<file path="src/include/cep_pkg.sv">
// Summary of operation
// - Four source classes start exception handling
// - Reset, address error, interrupt, instruction order
// - Power-on reset beats manual reset
// - CPU address error beats DMA error
// - NMI, break, debug, external, peripheral order
// - Trap, general illegal, slot illegal order
// - Reset pin rise, NMI high: power-on
// - Reset pin rise, NMI low: manual
// - Errors, interrupts wait for execution finish
// - Trap handling starts when trap executes
// - Undefined code outside slot: general illegal
// - Undefined or PC-writing slot: slot illegal
// - Jumps, calls, branches, returns, trap write PC
// - Reset loads PC, SP from vectors
// - Reset clears vector base, mask all ones
// - Push status and PC; interrupts set mask
// - Handler address is base plus vector times four
package cep_pkg;
  // ==========================================================
  // Source slots, lowest index has highest priority
  localparam int NSRC        = 12;
  localparam int SEL_POR     = 0;
  localparam int SEL_MR      = 1;
  localparam int SEL_CPU_AE  = 2;
  localparam int SEL_DMA_AE  = 3;
  localparam int SEL_NMI     = 4;
  localparam int SEL_UBRK    = 5;
  localparam int SEL_DBG     = 6;
  localparam int SEL_EXT     = 7;
  localparam int SEL_PERI    = 8;
  localparam int SEL_TRAP    = 9;
  localparam int SEL_GEN_ILL = 10;
  localparam int SEL_SLOT    = 11;
  // ==========================================================
  // Vector numbers
  localparam logic [7:0] VEC_POR      = 8'h00;
  localparam logic [7:0] VEC_MR       = 8'h02;
  localparam logic [7:0] VEC_GEN_ILL  = 8'h04;
  localparam logic [7:0] VEC_SLOT_ILL = 8'h06;
  localparam logic [7:0] VEC_CPU_AE   = 8'h09;
  localparam logic [7:0] VEC_DMA_AE   = 8'h0A;
  localparam logic [7:0] VEC_NMI      = 8'h0B;
  localparam logic [7:0] VEC_UBRK     = 8'h0C;
  localparam logic [7:0] VEC_DBG      = 8'h0D;
  localparam logic [7:0] VEC_EXT_BASE = 8'h40;
  // ==========================================================
  // Reset vector offsets and reset values
  localparam logic [31:0] POR_PC_ADDR = 32'h00000000;
  localparam logic [31:0] POR_SP_ADDR = 32'h00000004;
  localparam logic [31:0] MR_PC_ADDR  = 32'h00000008;
  localparam logic [31:0] MR_SP_ADDR  = 32'h0000000C;
  localparam logic [31:0] VBR_RESET   = 32'h00000000;
  localparam logic [31:0] STACK_STEP  = 32'h00000004;
  localparam logic [3:0]  MASK_ALL    = 4'hF;
  localparam int          SR_MASK_LSB = 4;
  // ==========================================================
  // Fixed levels of NMI, break, debug and IRQ-mode pin sources
  localparam logic [3:0] LVL_NMI  = 4'hF;
  localparam logic [3:0] LVL_UBRK = 4'hF;
  localparam logic [3:0] LVL_DBG  = 4'hF;
  localparam logic [3:0] LVL_IRQ  = 4'hF;
  // Pin synchroniser state after reset: reset pin high, pins idle
  localparam logic [5:0] SYNC_INIT = 6'h2F;
  // ==========================================================
  // Instruction kinds reported by the decoder
  localparam logic [3:0] KIND_OTHER  = 4'h0;
  localparam logic [3:0] KIND_JUMP   = 4'h1;
  localparam logic [3:0] KIND_CALL   = 4'h2;
  localparam logic [3:0] KIND_BRA    = 4'h3;
  localparam logic [3:0] KIND_CBR    = 4'h4;
  localparam logic [3:0] KIND_CBR_D  = 4'h5;
  localparam logic [3:0] KIND_BRA_R  = 4'h6;
  localparam logic [3:0] KIND_RET    = 4'h7;
  localparam logic [3:0] KIND_RTE    = 4'h8;
  localparam logic [3:0] KIND_TRAP   = 4'h9;
  localparam logic [3:0] KIND_UNDEF  = 4'hF;
  // ==========================================================
  typedef enum logic [5:0] {
    ST_IDLE    = 6'h01,
    ST_PUSH_SR = 6'h02,
    ST_PUSH_PC = 6'h04,
    ST_VEC     = 6'h08,
    ST_RST_SP  = 6'h10,
    ST_DONE    = 6'h20
  } cep_state_t;
endpackage : cep_pkg

</file>
<file path="src/include/cep_src_if.sv">
`timescale 1ns/1ps
interface cep_src_if;
  import cep_pkg::*;
  logic [NSRC-1:0] req;
  logic [7:0]      vec [NSRC];
  logic [3:0]      lvl [NSRC];
  logic            any;
  logic [NSRC-1:0] win_sel;
  logic [7:0]      win_vec;
  logic [3:0]      win_lvl;
  modport pick (input req, vec, lvl, output any, win_sel, win_vec, win_lvl);
  modport ctrl (output req, vec, lvl, input any, win_sel, win_vec, win_lvl);
endinterface : cep_src_if

</file>
<file path="src/cep_prioritizer.sv">
`timescale 1ns/1ps
module cep_prioritizer (
  input  wire logic        CLK,
  input  wire logic        SYS_RST,
  input  wire logic        RESET_INPUT_PIN_N,
  input  wire logic        NMI_PIN,
  input  wire logic [3:0]  ENCODED_INTERRUPT_LEVEL_PINS,
  input  wire logic        IRQ_MODE,
  input  wire logic        USER_BREAK_REQ,
  input  wire logic        DEBUG_INTERFACE_INTERRUPT,
  input  wire logic        PERI_REQ,
  input  wire logic [3:0]  PERI_LEVEL,
  input  wire logic [7:0]  PERI_VEC,
  input  wire logic        CPU_ADDR_ERR,
  input  wire logic        DMA_ADDR_ERR,
  input  wire logic        DEC_VALID,
  input  wire logic [3:0]  DEC_KIND,
  input  wire logic        DEC_IN_SLOT,
  input  wire logic        TRAP_EXEC,
  input  wire logic [7:0]  TRAP_VEC,
  input  wire logic        EXEC_DONE,
  input  wire logic [31:0] CUR_PC,
  input  wire logic [31:0] STATUS_WORD,
  input  wire logic [31:0] STACK_POINTER_REGISTER,
  input  wire logic [31:0] VECTOR_BASE,
  output logic             MEM_REQ,
  output logic             MEM_WE,
  output logic [31:0]      MEM_ADDR,
  output logic [31:0]      MEM_WDATA,
  input  wire logic [31:0] MEM_RDATA,
  input  wire logic        MEM_ACK,
  output logic             EXC_BUSY,
  output logic             EXC_ACCEPT,
  output logic [7:0]       EXC_VECTOR,
  output logic             LOAD_CTX,
  output logic [31:0]      NEW_PC,
  output logic [31:0]      NEW_SP,
  output logic             LOAD_VECTOR_BASE,
  output logic [31:0]      NEW_VECTOR_BASE,
  output logic             LOAD_MASK,
  output logic [3:0]       NEW_INTERRUPT_MASK_FIELD
);
  import cep_pkg::*;

  cep_src_if src ();
  cep_picker u_pick (.p(src));

  // ==========================================================
  // Pin synchronisers and edge detection
  logic [5:0] sync_a;
  logic [5:0] sync_b;
  logic [1:0] sync_c;
  always_ff @(posedge CLK) begin
    if (SYS_RST) begin
      sync_a <= SYNC_INIT;
      sync_b <= SYNC_INIT;
      sync_c <= 2'h2;
    end else begin
      sync_a <= {RESET_INPUT_PIN_N, NMI_PIN, ENCODED_INTERRUPT_LEVEL_PINS};
      sync_b <= sync_a;
      sync_c <= sync_b[5:4];
    end
  end
  logic rst_rise;
  logic nmi_rise;
  logic nmi_lvl;
  assign nmi_lvl  = sync_b[4];
  assign rst_rise = sync_b[5] & ~sync_c[1];
  assign nmi_rise = sync_b[4] & ~sync_c[0];

  // ==========================================================
  // Decode helpers
  function automatic logic pc_mod(input logic [3:0] k);
    pc_mod = (k == KIND_JUMP) || (k == KIND_CALL) || (k == KIND_BRA) ||
             (k == KIND_CBR) || (k == KIND_CBR_D) || (k == KIND_BRA_R) ||
             (k == KIND_RET) || (k == KIND_RTE) || (k == KIND_TRAP);
  endfunction : pc_mod

  // ==========================================================
  // External interrupt pins, active low
  logic [3:0] irl_lvl;
  logic [3:0] ext_lvl;
  logic [7:0] ext_vec;
  logic [7:0] irq_vec;
  logic       irq_hit;
  logic       ext_req;
  always_comb begin
    irq_hit = 1'b0;
    irq_vec = VEC_EXT_BASE;
    // four independent requests or encoded level
    for (int i = 3; i >= 0; i--) begin
      if (!sync_b[i]) begin
        irq_hit = 1'b1;
        irq_vec = VEC_EXT_BASE + 8'(i);
      end
    end
    irl_lvl = ~sync_b[3:0];
    ext_lvl = IRQ_MODE ? LVL_IRQ : irl_lvl;
    ext_vec = IRQ_MODE ? irq_vec : VEC_EXT_BASE + {5'h00, irl_lvl[3:1]};
    ext_req = IRQ_MODE ? irq_hit : (irl_lvl != 4'h0);
  end

  // ==========================================================
  // Pending flags and source requests
  cep_state_t state;
  cep_state_t next_state;
  logic por_pend, mr_pend, nmi_pend, cae_pend, dae_pend;
  logic next_por, next_mr, next_nmi, next_cae, next_dae;
  logic [3:0] mask;
  logic idle, late, early, slot_bad;
  assign mask  = STATUS_WORD[SR_MASK_LSB +: 4];
  assign idle  = (state == ST_IDLE);
  assign late  = idle & EXEC_DONE;
  assign early = idle & DEC_VALID;
  assign slot_bad = DEC_IN_SLOT & ((DEC_KIND == KIND_UNDEF) | pc_mod(DEC_KIND));

  always_comb begin
    // power-on on rise with NMI high
    next_por = (por_pend & ~src.win_sel[SEL_POR]) | (rst_rise & nmi_lvl);
    // manual on rise with NMI low
    next_mr  = (mr_pend & ~src.win_sel[SEL_MR]) | (rst_rise & ~nmi_lvl);
    next_nmi = (nmi_pend & ~src.win_sel[SEL_NMI]) | nmi_rise;
    next_cae = (cae_pend & ~src.win_sel[SEL_CPU_AE]) | CPU_ADDR_ERR;
    next_dae = (dae_pend & ~src.win_sel[SEL_DMA_AE]) | DMA_ADDR_ERR;
  end
  always_ff @(posedge CLK) begin
    if (SYS_RST) begin
      {por_pend, mr_pend, nmi_pend, cae_pend, dae_pend} <= 5'h00;
    end else begin
      {por_pend, mr_pend, nmi_pend, cae_pend, dae_pend} <=
        {next_por, next_mr, next_nmi, next_cae, next_dae};
    end
  end

  always_comb begin
    for (int i = 0; i < NSRC; i++) begin
      src.lvl[i] = 4'h0;
    end
    src.req[SEL_POR]     = por_pend;
    src.req[SEL_MR]      = mr_pend;
    src.req[SEL_CPU_AE]  = late & cae_pend;
    src.req[SEL_DMA_AE]  = late & dae_pend;
    // interrupt ranking by slot, gated by mask except NMI
    src.req[SEL_NMI]     = late & nmi_pend;
    src.req[SEL_UBRK]    = late & USER_BREAK_REQ & (LVL_UBRK > mask);
    src.req[SEL_DBG]     = late & DEBUG_INTERFACE_INTERRUPT & (LVL_DBG > mask);
    src.req[SEL_EXT]     = late & ext_req & (ext_lvl > mask);
    src.req[SEL_PERI]    = late & PERI_REQ & (PERI_LEVEL > mask);
    src.req[SEL_TRAP]    = idle & TRAP_EXEC;
    src.req[SEL_GEN_ILL] = early & ~DEC_IN_SLOT & (DEC_KIND == KIND_UNDEF);
    src.req[SEL_SLOT]    = early & slot_bad;
    src.vec[SEL_POR]     = VEC_POR;
    src.vec[SEL_MR]      = VEC_MR;
    src.vec[SEL_CPU_AE]  = VEC_CPU_AE;
    src.vec[SEL_DMA_AE]  = VEC_DMA_AE;
    src.vec[SEL_NMI]     = VEC_NMI;
    src.vec[SEL_UBRK]    = VEC_UBRK;
    src.vec[SEL_DBG]     = VEC_DBG;
    src.vec[SEL_EXT]     = ext_vec;
    src.vec[SEL_PERI]    = PERI_VEC;
    src.vec[SEL_TRAP]    = TRAP_VEC;
    src.vec[SEL_GEN_ILL] = VEC_GEN_ILL;
    src.vec[SEL_SLOT]    = VEC_SLOT_ILL;
    src.lvl[SEL_NMI]     = LVL_NMI;
    src.lvl[SEL_UBRK]    = LVL_UBRK;
    src.lvl[SEL_DBG]     = LVL_DBG;
    src.lvl[SEL_EXT]     = ext_lvl;
    src.lvl[SEL_PERI]    = PERI_LEVEL;
  end

  // ==========================================================
  // Handling sequencer
  logic        win_rst, win_int;
  logic        rst_k, int_k, next_rst_k, next_int_k;
  logic [7:0]  vec_k, next_vec_k;
  logic [3:0]  lvl_k, next_lvl_k;
  logic [31:0] sp_w, next_sp_w, pc_sv, next_pc_sv, sr_sv, next_sr_sv;
  logic        next_req, next_we, next_acc, next_ld, next_ldv, next_ldm;
  logic [31:0] next_addr, next_wdata, next_pc, next_sp, next_vbr;
  logic [7:0]  next_evec;
  logic [3:0]  next_mask;
  assign win_rst  = src.win_sel[SEL_POR] | src.win_sel[SEL_MR];
  assign win_int  = |src.win_sel[SEL_PERI:SEL_NMI];
  assign EXC_BUSY = ~idle;

  always_comb begin
    next_state = state;
    {next_rst_k, next_int_k, next_vec_k, next_lvl_k} =
      {rst_k, int_k, vec_k, lvl_k};
    {next_sp_w, next_pc_sv, next_sr_sv} = {sp_w, pc_sv, sr_sv};
    {next_req, next_we, next_addr, next_wdata} =
      {MEM_REQ, MEM_WE, MEM_ADDR, MEM_WDATA};
    {next_pc, next_sp, next_vbr, next_mask, next_evec} =
      {NEW_PC, NEW_SP, NEW_VECTOR_BASE, NEW_INTERRUPT_MASK_FIELD, EXC_VECTOR};
    {next_acc, next_ld, next_ldv, next_ldm} = 4'h0;
    if (src.any && win_rst) begin
      next_state = ST_VEC;
      next_rst_k = 1'b1;
      next_int_k = 1'b0;
      next_acc   = 1'b1;
      next_evec  = src.win_vec;
      next_req   = 1'b1;
      next_we    = 1'b0;
      next_addr  = src.win_sel[SEL_POR] ? POR_PC_ADDR : MR_PC_ADDR;
      next_sp_w  = src.win_sel[SEL_POR] ? POR_SP_ADDR : MR_SP_ADDR;
    end else begin
      unique case (state)
        ST_IDLE: if (src.any) begin
          next_state = ST_PUSH_SR;
          {next_rst_k, next_int_k} = {1'b0, win_int};
          {next_vec_k, next_lvl_k} = {src.win_vec, src.win_lvl};
          {next_pc_sv, next_sr_sv} = {CUR_PC, STATUS_WORD};
          next_acc   = 1'b1;
          next_evec  = src.win_vec;
          next_sp_w  = STACK_POINTER_REGISTER - STACK_STEP;
          next_req   = 1'b1;
          next_we    = 1'b1;
          next_addr  = STACK_POINTER_REGISTER - STACK_STEP;
          next_wdata = STATUS_WORD;
        end
        ST_PUSH_SR: if (MEM_ACK) begin
          next_state = ST_PUSH_PC;
          next_sp_w  = sp_w - STACK_STEP;
          next_addr  = sp_w - STACK_STEP;
          next_wdata = pc_sv;
        end
        ST_PUSH_PC: if (MEM_ACK) begin
          next_state = ST_VEC;
          next_we    = 1'b0;
          next_addr  = VECTOR_BASE + {22'h000000, vec_k, 2'h0};
        end
        ST_VEC: if (MEM_ACK) begin
          next_pc    = MEM_RDATA;
          next_sp    = sp_w;
          next_addr  = sp_w;
          next_req   = rst_k;
          next_state = rst_k ? ST_RST_SP : ST_DONE;
        end
        ST_RST_SP: if (MEM_ACK) begin
          next_sp    = MEM_RDATA;
          next_req   = 1'b0;
          next_state = ST_DONE;
        end
        ST_DONE: begin
          next_state = ST_IDLE;
          next_ld    = 1'b1;
          next_ldv   = rst_k;
          next_vbr   = VBR_RESET;
          next_ldm   = rst_k | int_k;
          next_mask  = rst_k ? MASK_ALL : lvl_k;
        end
      endcase
    end
  end

  always_ff @(posedge CLK) begin
    if (SYS_RST) begin
      state <= ST_IDLE;
      {rst_k, int_k, vec_k, lvl_k} <= '0;
      {sp_w, pc_sv, sr_sv} <= '0;
      {MEM_REQ, MEM_WE, MEM_ADDR, MEM_WDATA} <= '0;
      {NEW_PC, NEW_SP, NEW_VECTOR_BASE, NEW_INTERRUPT_MASK_FIELD} <= '0;
      EXC_VECTOR <= 8'h00;
      {EXC_ACCEPT, LOAD_CTX, LOAD_VECTOR_BASE, LOAD_MASK} <= 4'h0;
    end else begin
      state <= next_state;
      {rst_k, int_k, vec_k, lvl_k} <=
        {next_rst_k, next_int_k, next_vec_k, next_lvl_k};
      {sp_w, pc_sv, sr_sv} <= {next_sp_w, next_pc_sv, next_sr_sv};
      {MEM_REQ, MEM_WE, MEM_ADDR, MEM_WDATA} <=
        {next_req, next_we, next_addr, next_wdata};
      {NEW_PC, NEW_SP, NEW_VECTOR_BASE, NEW_INTERRUPT_MASK_FIELD} <=
        {next_pc, next_sp, next_vbr, next_mask};
      EXC_VECTOR <= next_evec;
      {EXC_ACCEPT, LOAD_CTX, LOAD_VECTOR_BASE, LOAD_MASK} <=
        {next_acc, next_ld, next_ldv, next_ldm};
    end
  end
endmodule : cep_prioritizer

</file>
<file path="src/cep_picker.sv">
`timescale 1ns/1ps
module cep_picker (
  cep_src_if.pick p
);
  import cep_pkg::*;
  // ==========================================================
  // Fixed priority: scan from lowest priority so the top wins
  always_comb begin
    p.any     = 1'b0;
    p.win_sel = '0;
    p.win_vec = 8'h00;
    p.win_lvl = 4'h0;
    for (int i = NSRC - 1; i >= 0; i--) begin
      if (p.req[i]) begin
        p.any     = 1'b1;
        p.win_sel = '0;
        p.win_sel[i] = 1'b1;
        p.win_vec = p.vec[i];
        p.win_lvl = p.lvl[i];
      end
    end
  end
endmodule : cep_picker

</file>
<file path="config.mk">
export PLATFORM = sky130hd
export DESIGN_NAME = cep_prioritizer
export DESIGN_NICKNAME = d
export VERILOG_FILES = /design/src/include/cep_pkg.sv /design/src/include/cep_src_if.sv /design/src/cep_prioritizer.sv /design/src/cep_picker.sv
export SDC_FILE = /design/constraint.sdc
export NUM_CORES = 1
export LEC_CHECK = 0
export BUFFER_PORTS_ARGS = -buffer_cell sky130_fd_sc_hd__clkbuf_2
export CELL_PAD_IN_SITES_DETAIL_PLACEMENT = 1
export CELL_PAD_IN_SITES_GLOBAL_PLACEMENT = 1
export CORE_MARGIN = 10
export CORE_UTILIZATION = 41
export DETAILED_ROUTE_END_ITERATION = 8
export GPL_ROUTABILITY_DRIVEN = 0
export PLACE_DENSITY_LB_ADDON = 0.1
export SLEW_MARGIN = 20
export SYNTH_ARGS = -nofsm -noshare
export SYNTH_HDL_FRONTEND = slang
export SYNTH_SLANG_ARGS = --single-unit
</file>
<file path="constraint.sdc">
create_clock -name CLK -period 5.6 [get_ports CLK]
set_input_delay 0.56 -clock CLK [delete_from_list [all_inputs] [get_ports CLK]]
set_output_delay 0.56 -clock CLK [all_outputs]
set_load 0.03 [all_outputs]
</file>
* Word level (Yosys, flattened, before mapping)
Cells that the tools add are included.
** Storage, ports and cells
- Flip-flop bits (word level) :: 249
- Input bits :: 203
- Output and inout port bits :: 179
- Logic and storage cells :: 238
** Operators by class
- Add/subtract/negate cells :: 4
- Order comparisons :: 3
- Equal/unequal tests :: 26
- Mux-type cells :: 95
- Bitwise logic cells :: 48
- Reductions and logical operators :: 34
** Operators with widths (count)
- 32-bit 2-to-1 mux :: 9
- 32-bit one-hot mux with 2 select lines :: 3
- 8-bit 2-to-1 mux :: 17
- 32-bit one-hot mux with 4 select lines :: 1
- 9-bit 2-to-1 mux :: 11
- 32-bit by 3-bit subtractor with 32-bit output, second input constant :: 2
- 4-bit 2-to-1 mux :: 14
- 6-bit 2-to-1 mux :: 6
- 6-bit one-hot mux with 6 select lines :: 1
- 32-bit by 10-bit adder with 32-bit output :: 1
- 1-bit 2-to-1 mux :: 28
- 1-bit AND :: 27
- 4-bit by 3-bit == test with 1-bit output, second input constant :: 4
- 5-bit AND reduction :: 3
- 4-bit == test, second input constant :: 3
- 3-bit inequality test, second input constant :: 4
- 1-bit NOT :: 12
- 3-bit AND reduction :: 4
- 4-bit AND reduction :: 3
- 2-bit inequality test, second input constant :: 5
- 2-bit nonzero test :: 5
- 7-bit by 3-bit adder with 8-bit output, first input constant :: 1
- 4-bit by 2-bit == test with 1-bit output, second input constant :: 2
- 4-bit > comparator :: 2
- other kinds (24) :: 42

* Depth between registers and ports, before layout
- Depth in word-level cells :: 27
- Depth in mapped cells :: 12
- Mapped depth without buffers :: 10

* Hierarchy
From an unflattened synthesis, not the netlist that was laid out.
** Second synthesis, totals
- Cells, all modules :: 1848
- Area, all modules :: 14186.1 um2
** By module, submodules not included
- cep_prioritizer :: instances 1, cells each 1644, area each 12817.3 um2, seq. area each 4984.8 um2
- cep_picker :: instances 1, cells each 204, area each 1368.8 um2, seq. area each 0.0 um2

* Worst setup path before layout
Ideal clock, no wire load.
- Path kind :: input -> register
- From :: input port IRQ_MODE
- To :: register MEM_WDATA[0]
- Setup time :: 0.115 ns
- Data arrival time :: 2.595 ns
- Data required time :: 5.485 ns
- Slack :: 2.890 ns
- Stages on the path :: 12
- Path buffers :: 2
- Cells stage by stage :: inv_1 -> nand2_1 -> ha_1 -> nor2b_1 -> o211ai_1 -> a211o_4 -> o2111a_2 -> a211oi_2 -> buf_2 -> buf_2 -> a31oi_1 -> o21a_1
** Between the ends
- Cells in the longest elaborated chain, start to end :: 15
- Elaborated cells between the ends (all ways) :: 26
** RTL lines
- from (decl) :: line cep_prioritizer.sv:8 : input wire logic IRQ_MODE,
- 4-bit 2-to-1 mux or 1-bit 2-to-1 mux (tied branches) :: line cep_prioritizer.sv:98, cep_prioritizer.sv:100
- 4-bit > comparator or 1-bit AND (tied branches) :: line cep_prioritizer.sv:147 : src.req[SEL_EXT] = late & ext_req & (ext_lvl > mask);
- 1-bit AND (*) :: line cep_prioritizer.sv:147
- 9-bit 2-to-1 mux (8 in a row) :: line cep_picker.sv:14 : if (p.req[i]) begin
- 1-bit bitwise OR :: line cep_prioritizer.sv:182 : assign win_rst = src.win_sel[SEL_POR] | src.win_sel[SEL_MR];
- 1-bit logical AND :: line cep_prioritizer.sv:196 : if (src.any && win_rst) begin
- 1-bit NOT (no line)
- 4-bit AND reduction (no line) (*)
- to (signal assigned) :: line cep_prioritizer.sv:270 : {MEM_REQ, MEM_WE, MEM_ADDR, MEM_WDATA} <=
- to (decl) :: line cep_prioritizer.sv:29 : output logic [31:0] MEM_WDATA,
Every way passes the cells marked *; elsewhere a longest branch is shown, timed or not.
A chain may end at the register's enable or synchronous reset.

* Final worst setup path
- From :: register state[3]
- To :: register sp_w[14]
** Between the ends
- Cells in the longest elaborated chain, start to end :: 18
- Elaborated cells between the ends (all ways) :: 49
** RTL lines
- from (decl) :: line cep_prioritizer.sv:105 : cep_state_t state;
- from (signal assigned) :: line cep_prioritizer.sv:266 : state <= next_state;
- 6-bit by 1-bit == test with 1-bit output :: line cep_prioritizer.sv:112, cep_prioritizer.sv:207
- 1-bit AND :: line cep_prioritizer.sv:114 : assign early = idle & DEC_VALID;
- 1-bit AND, on equally long branches :: line cep_prioritizer.sv:151, cep_prioritizer.sv:150
- 1-bit 2-to-1 mux or 1-bit AND (tied branches) :: line cep_picker.sv:14, cep_prioritizer.sv:150
- 1-bit 2-to-1 mux (11 in a row) :: line cep_picker.sv:14
- 1-bit logical AND :: line cep_prioritizer.sv:196
- 3-bit inequality test (no line), or another cell as far along
- 3-bit AND reduction (no line)
- to (signal assigned) :: line cep_prioritizer.sv:269 : {sp_w, pc_sv, sr_sv} <= {next_sp_w, next_pc_sv, next_sr_sv};
- to (decl) :: line cep_prioritizer.sv:177 : logic [31:0] sp_w, next_sp_w, pc_sv, next_pc_sv, sr_sv, next_sr_sv;
Several ways; a longest one is shown, not always the timed one.

==> reports/metrics.csv <==
stage,metric,value,unit
detailed_routing,drt_iter0_markers,1027,
logic_synthesis,synth_most_common_cell,dfxtp_1,
layout,design.final.nets,2100,
detailed_routing,route.detailed.drc,0,
flow_run,cap_violations,0,
critical_path,ff2ff_setup_slack,2.16,ns
place,placed_cells,2249,
clock_tree,clk-insertion-delay-late,0.57,ns
detailed_routing,drt-wirelength-per-cell,23.2,um
place,port_buffers,349,
sta,timing.final.max_slew_violations,0,
clock_tree,cts.sink_count,249,
sta,worst_clk_skew,0.0175,ns
logic_synthesis,synth_ff_type,dfxtp_1,
clock_tree,cts-buffers-inserted,29,
clock_tree,cts-root-to-sink-buffers,3,
layout,final-instance-count-excl-fill,2304,
sta,timing.max_slew.rel_slack,0.222,
detailed_routing,viasPerCell,5.92,
detailed_routing,postRouteWirelength,53500,um
place,post_dp_cell_area,15000,sq um
sta,final.period_utilization,0.615,
logic_synthesis,synth.largest_area_cell,dfxtp_1,
clock_tree,post-cts-setup-buffer-count,0,
critical_path,critPathLaunchType,register,
logic_synthesis,portion_of_netlist_area_occupied_by_mux_cells,0.0303,
worst_hold_path,worst_hold_path.num_cells,2,
logic_synthesis,post_synth_most_frequent_cells,"dfxtp_1, nand2_1, nor2_1, a21oi_1, clkbuf_1",
sta,finalWorstPathRequiredPeriod,3.44,ns
clock_tree,cts.clk_slew.worst_paths,0.06,ns
critical_path,path_max_fanout,16,
logic_synthesis,synth_simple_gate_area_share,0.195,
logic_synthesis,combinational_family_with_the_most_area_after_synthesis,compound AO/OA/AOI/OAI gates,
critical_path,worstPathCellList,"nor3_4, and3_1, inv_2, nor3_4, and2_1, o21ai_0, a21oi_1",
power_and_ir_drop,ir_drop,0.264,mV
floorplanning,num_rows,65,
logic_synthesis,yosys_warnings,0,
clock_tree,cts-hold-fix-buffers,0,
critical_path,timing.critical_path.to_type,register,
logic_synthesis,synthDistinctLibCells,85,
global_routing,grt_start_max_net_pins,94,
critical_path,timing.reg2reg.worst_path_depth,7,
global_routing,overflow,0,
global_routing,vias_in_the_first_global_route,13700,
floorplanning,effective_utilization_at_floorplan,0.417,
layout,post-route-cell-area,16100,sq um
sta,final-hold-violation-count,0,
place,dp_hpwl,40300,um
floorplanning,floorplan.die_area,39800,sq um
critical_path,worstPathRequired,6.09,ns
clock_tree,clock_root_buffer,clkbuf_16,
logic_synthesis,syn_area,13200,sq um
detailed_routing,antenna_violating_nets_post_route,0,
layout,post-route-util,0.508,
floorplanning,fp.coreArea,31700,sq um
critical_path,critical_path_buf_inv_count,1,
critical_path,timing.critical_path.mode_cell,nor3_4,
sta,worst_slew_pin_tran,1.16,ns
power_and_ir_drop,power.density,356,nW/um^2
logic_synthesis,syn_inst,1598,
outcome,status,"complete, no violations",
sta,rsz_0062_raised_after_global_routing,false,
floorplanning,chip_width,200,um
logic_synthesis,async_set_or_reset_register_ratio_after_synthesis,0,
logic_synthesis,synth_compound_area_frac,0.273,
critical_path,worstSetupPathType,register to register,
clock_tree,cts_tree,done,
logic_synthesis,seq_area_frac_synth,0.377,
logic_synthesis,synth_edf_count,0,
sta,report.final.setup_viol,0,
global_routing,wire_length_of_the_first_global_routing_pass,81200,um
logic_synthesis,synthesized_area_fraction_occupied_by_adder_cells,0.0186,
logic_synthesis,synth-xor-area-share,0.0398,
critical_path,worst_path_dominant_cell_family,simple AND/OR/NAND/NOR gates,
layout,syn2layout_area_growth,21.8,%
power_and_ir_drop,power.leakage,0.00686,uW
worst_hold_path,hp-class,primary input to register,
detailed_routing,drt-pass1-iter-count,5,
clock_tree,htree_levels,1,
logic_synthesis,ys_top_cells_by_area,"dfxtp_1, nand2_1, a21oi_1",
logic_synthesis,synth_top_area_share,0.377,
floorplanning,fp.dieH,200,um
clock_tree,ctsResizeCount,0,
sta,finalSetupTns,0,ns
global_routing,antenna_found_initial,2,
logic_synthesis,ys_ff_latch,249,
power_and_ir_drop,report.power.total,5730,uW
critical_path,worstSetupPathDepth,7,
critical_path,crit_path_top_delay_cell,and3_1,
detailed_routing,detailroute.via_count,13600,
critical_path,timing.critical_path.slowest_cell_delay,0.64,ns
global_routing,track_usage,0.257,
critical_path,cp.arrival,3.93,ns
layout,layout-drive-gt1-share,0.248,
sta,clock.fmax,0.290,GHz
floorplanning,num_io_pins,382,
logic_synthesis,synth_area_per_cell,8.27,sq um
-- metal layers --
layer	vias up	GRT usage	wire length (um)
met4	2	0.0547	874
met3	65	0.0584	4680
li1	6373	-	-
met2	521	0.394	23500
met1	6674	0.359	24400
met5	-	0	17
-- state kept, by name, indices dropped and copies added, names as in the netlist, 8 cells and up --
signal and cells:
MEM_ADDR 32, NEW_PC 32, pc_sv 32, vec_k 8, EXC_VECTOR 8, sp_w 32, MEM_WDATA 32, NEW_SP 32
-- where the power goes --
part	switching (uW)	total, uW	internal [uW]	leakage [uW]
clock network	816	2120	1310	0.000525
registers	202	2140	1940	0.00203
logic	983	1460	478	0.00430
total	2000	5730	3730	0.00686
-- stage by stage --
stage	hold slack [ns]	worst slack (ns)
after global placement	0.393	2.11
after floorplan	0.389	2.89
after detailed placement	0.395	2.04
after global routing	0.150	1.93
after CTS	0.149	2.19
final	0.171	2.16
-- final cells by class --
| cell class | count | area, sq um |
|---|---|---|
| inverters | 28 | 105 |
| clock buffers | 35 | 768 |
| fillers | 3897 | 15600 |
| well taps | 402 | 503 |
| diodes | 1 | 2.50 |
| flip-flops and latches | 249 | 4980 |
| clock inverters | 19 | 295 |
| repair buffers | 370 | 1910 |
| multi-input cells | 1200 | 7540 |
-- cell usage in the layout, fill, tap and decap left out, types with 15 or more instances in the layout --
master	count
a211oi_1	58
a21oi_1	108
a22o_1	37
a31oi_1	34
a32o_1	28
buf_4	22
clkbuf_16	29
clkbuf_2	348
conb_1	32
dfxtp_1	249
ha_1	18
inv_1	27
mux2i_1	40
nand2_1	213
nand3_1	33
nand4_1	19
nor2_1	127
nor3_1	31
nor4_1	16
o21a_1	32
o21ai_0	69
or2_2	18
or3_1	15
xnor2_1	35
xor2_1	25
-- worst paths after layout --
kind                                        start                     to
setup / recovery            state[3]$_SDFFE_PP0P_  sp_w[14]$_SDFFE_PP0P_
hold reg to reg              sync_a[5]$_SDFF_PP1_   sync_b[5]$_SDFF_PP1_
setup reg to reg            state[3]$_SDFFE_PP0P_  sp_w[14]$_SDFFE_PP0P_
hold / removal    ENCODED_INTERRUPT_LEVEL_PINS[0]   sync_a[0]$_SDFF_PP1_
-- kinds of logic (layout without fill, tap and decap cells) --
family | count (synthesis) | count (layout)
xor+xnor | 60 | 60
mux | 40 | 40
compound gates | 509 | 509
other cells | 1 | 33
simple gates | 540 | 540
buf+inv | 180 | 452
fa+ha+maj | 19 | 19
flops | 249 | 249
-- worst reg2reg max path: stages, from the launching register on --
cell     delay, ns
dfxtp_1       0.46
nor3_4        0.30
and3_1        0.64
inv_2         0.25
nor3_4        0.44
and2_1        0.64
o21ai_0       0.39
a21oi_1       0.24
Power figures use the tool's default switching activity.
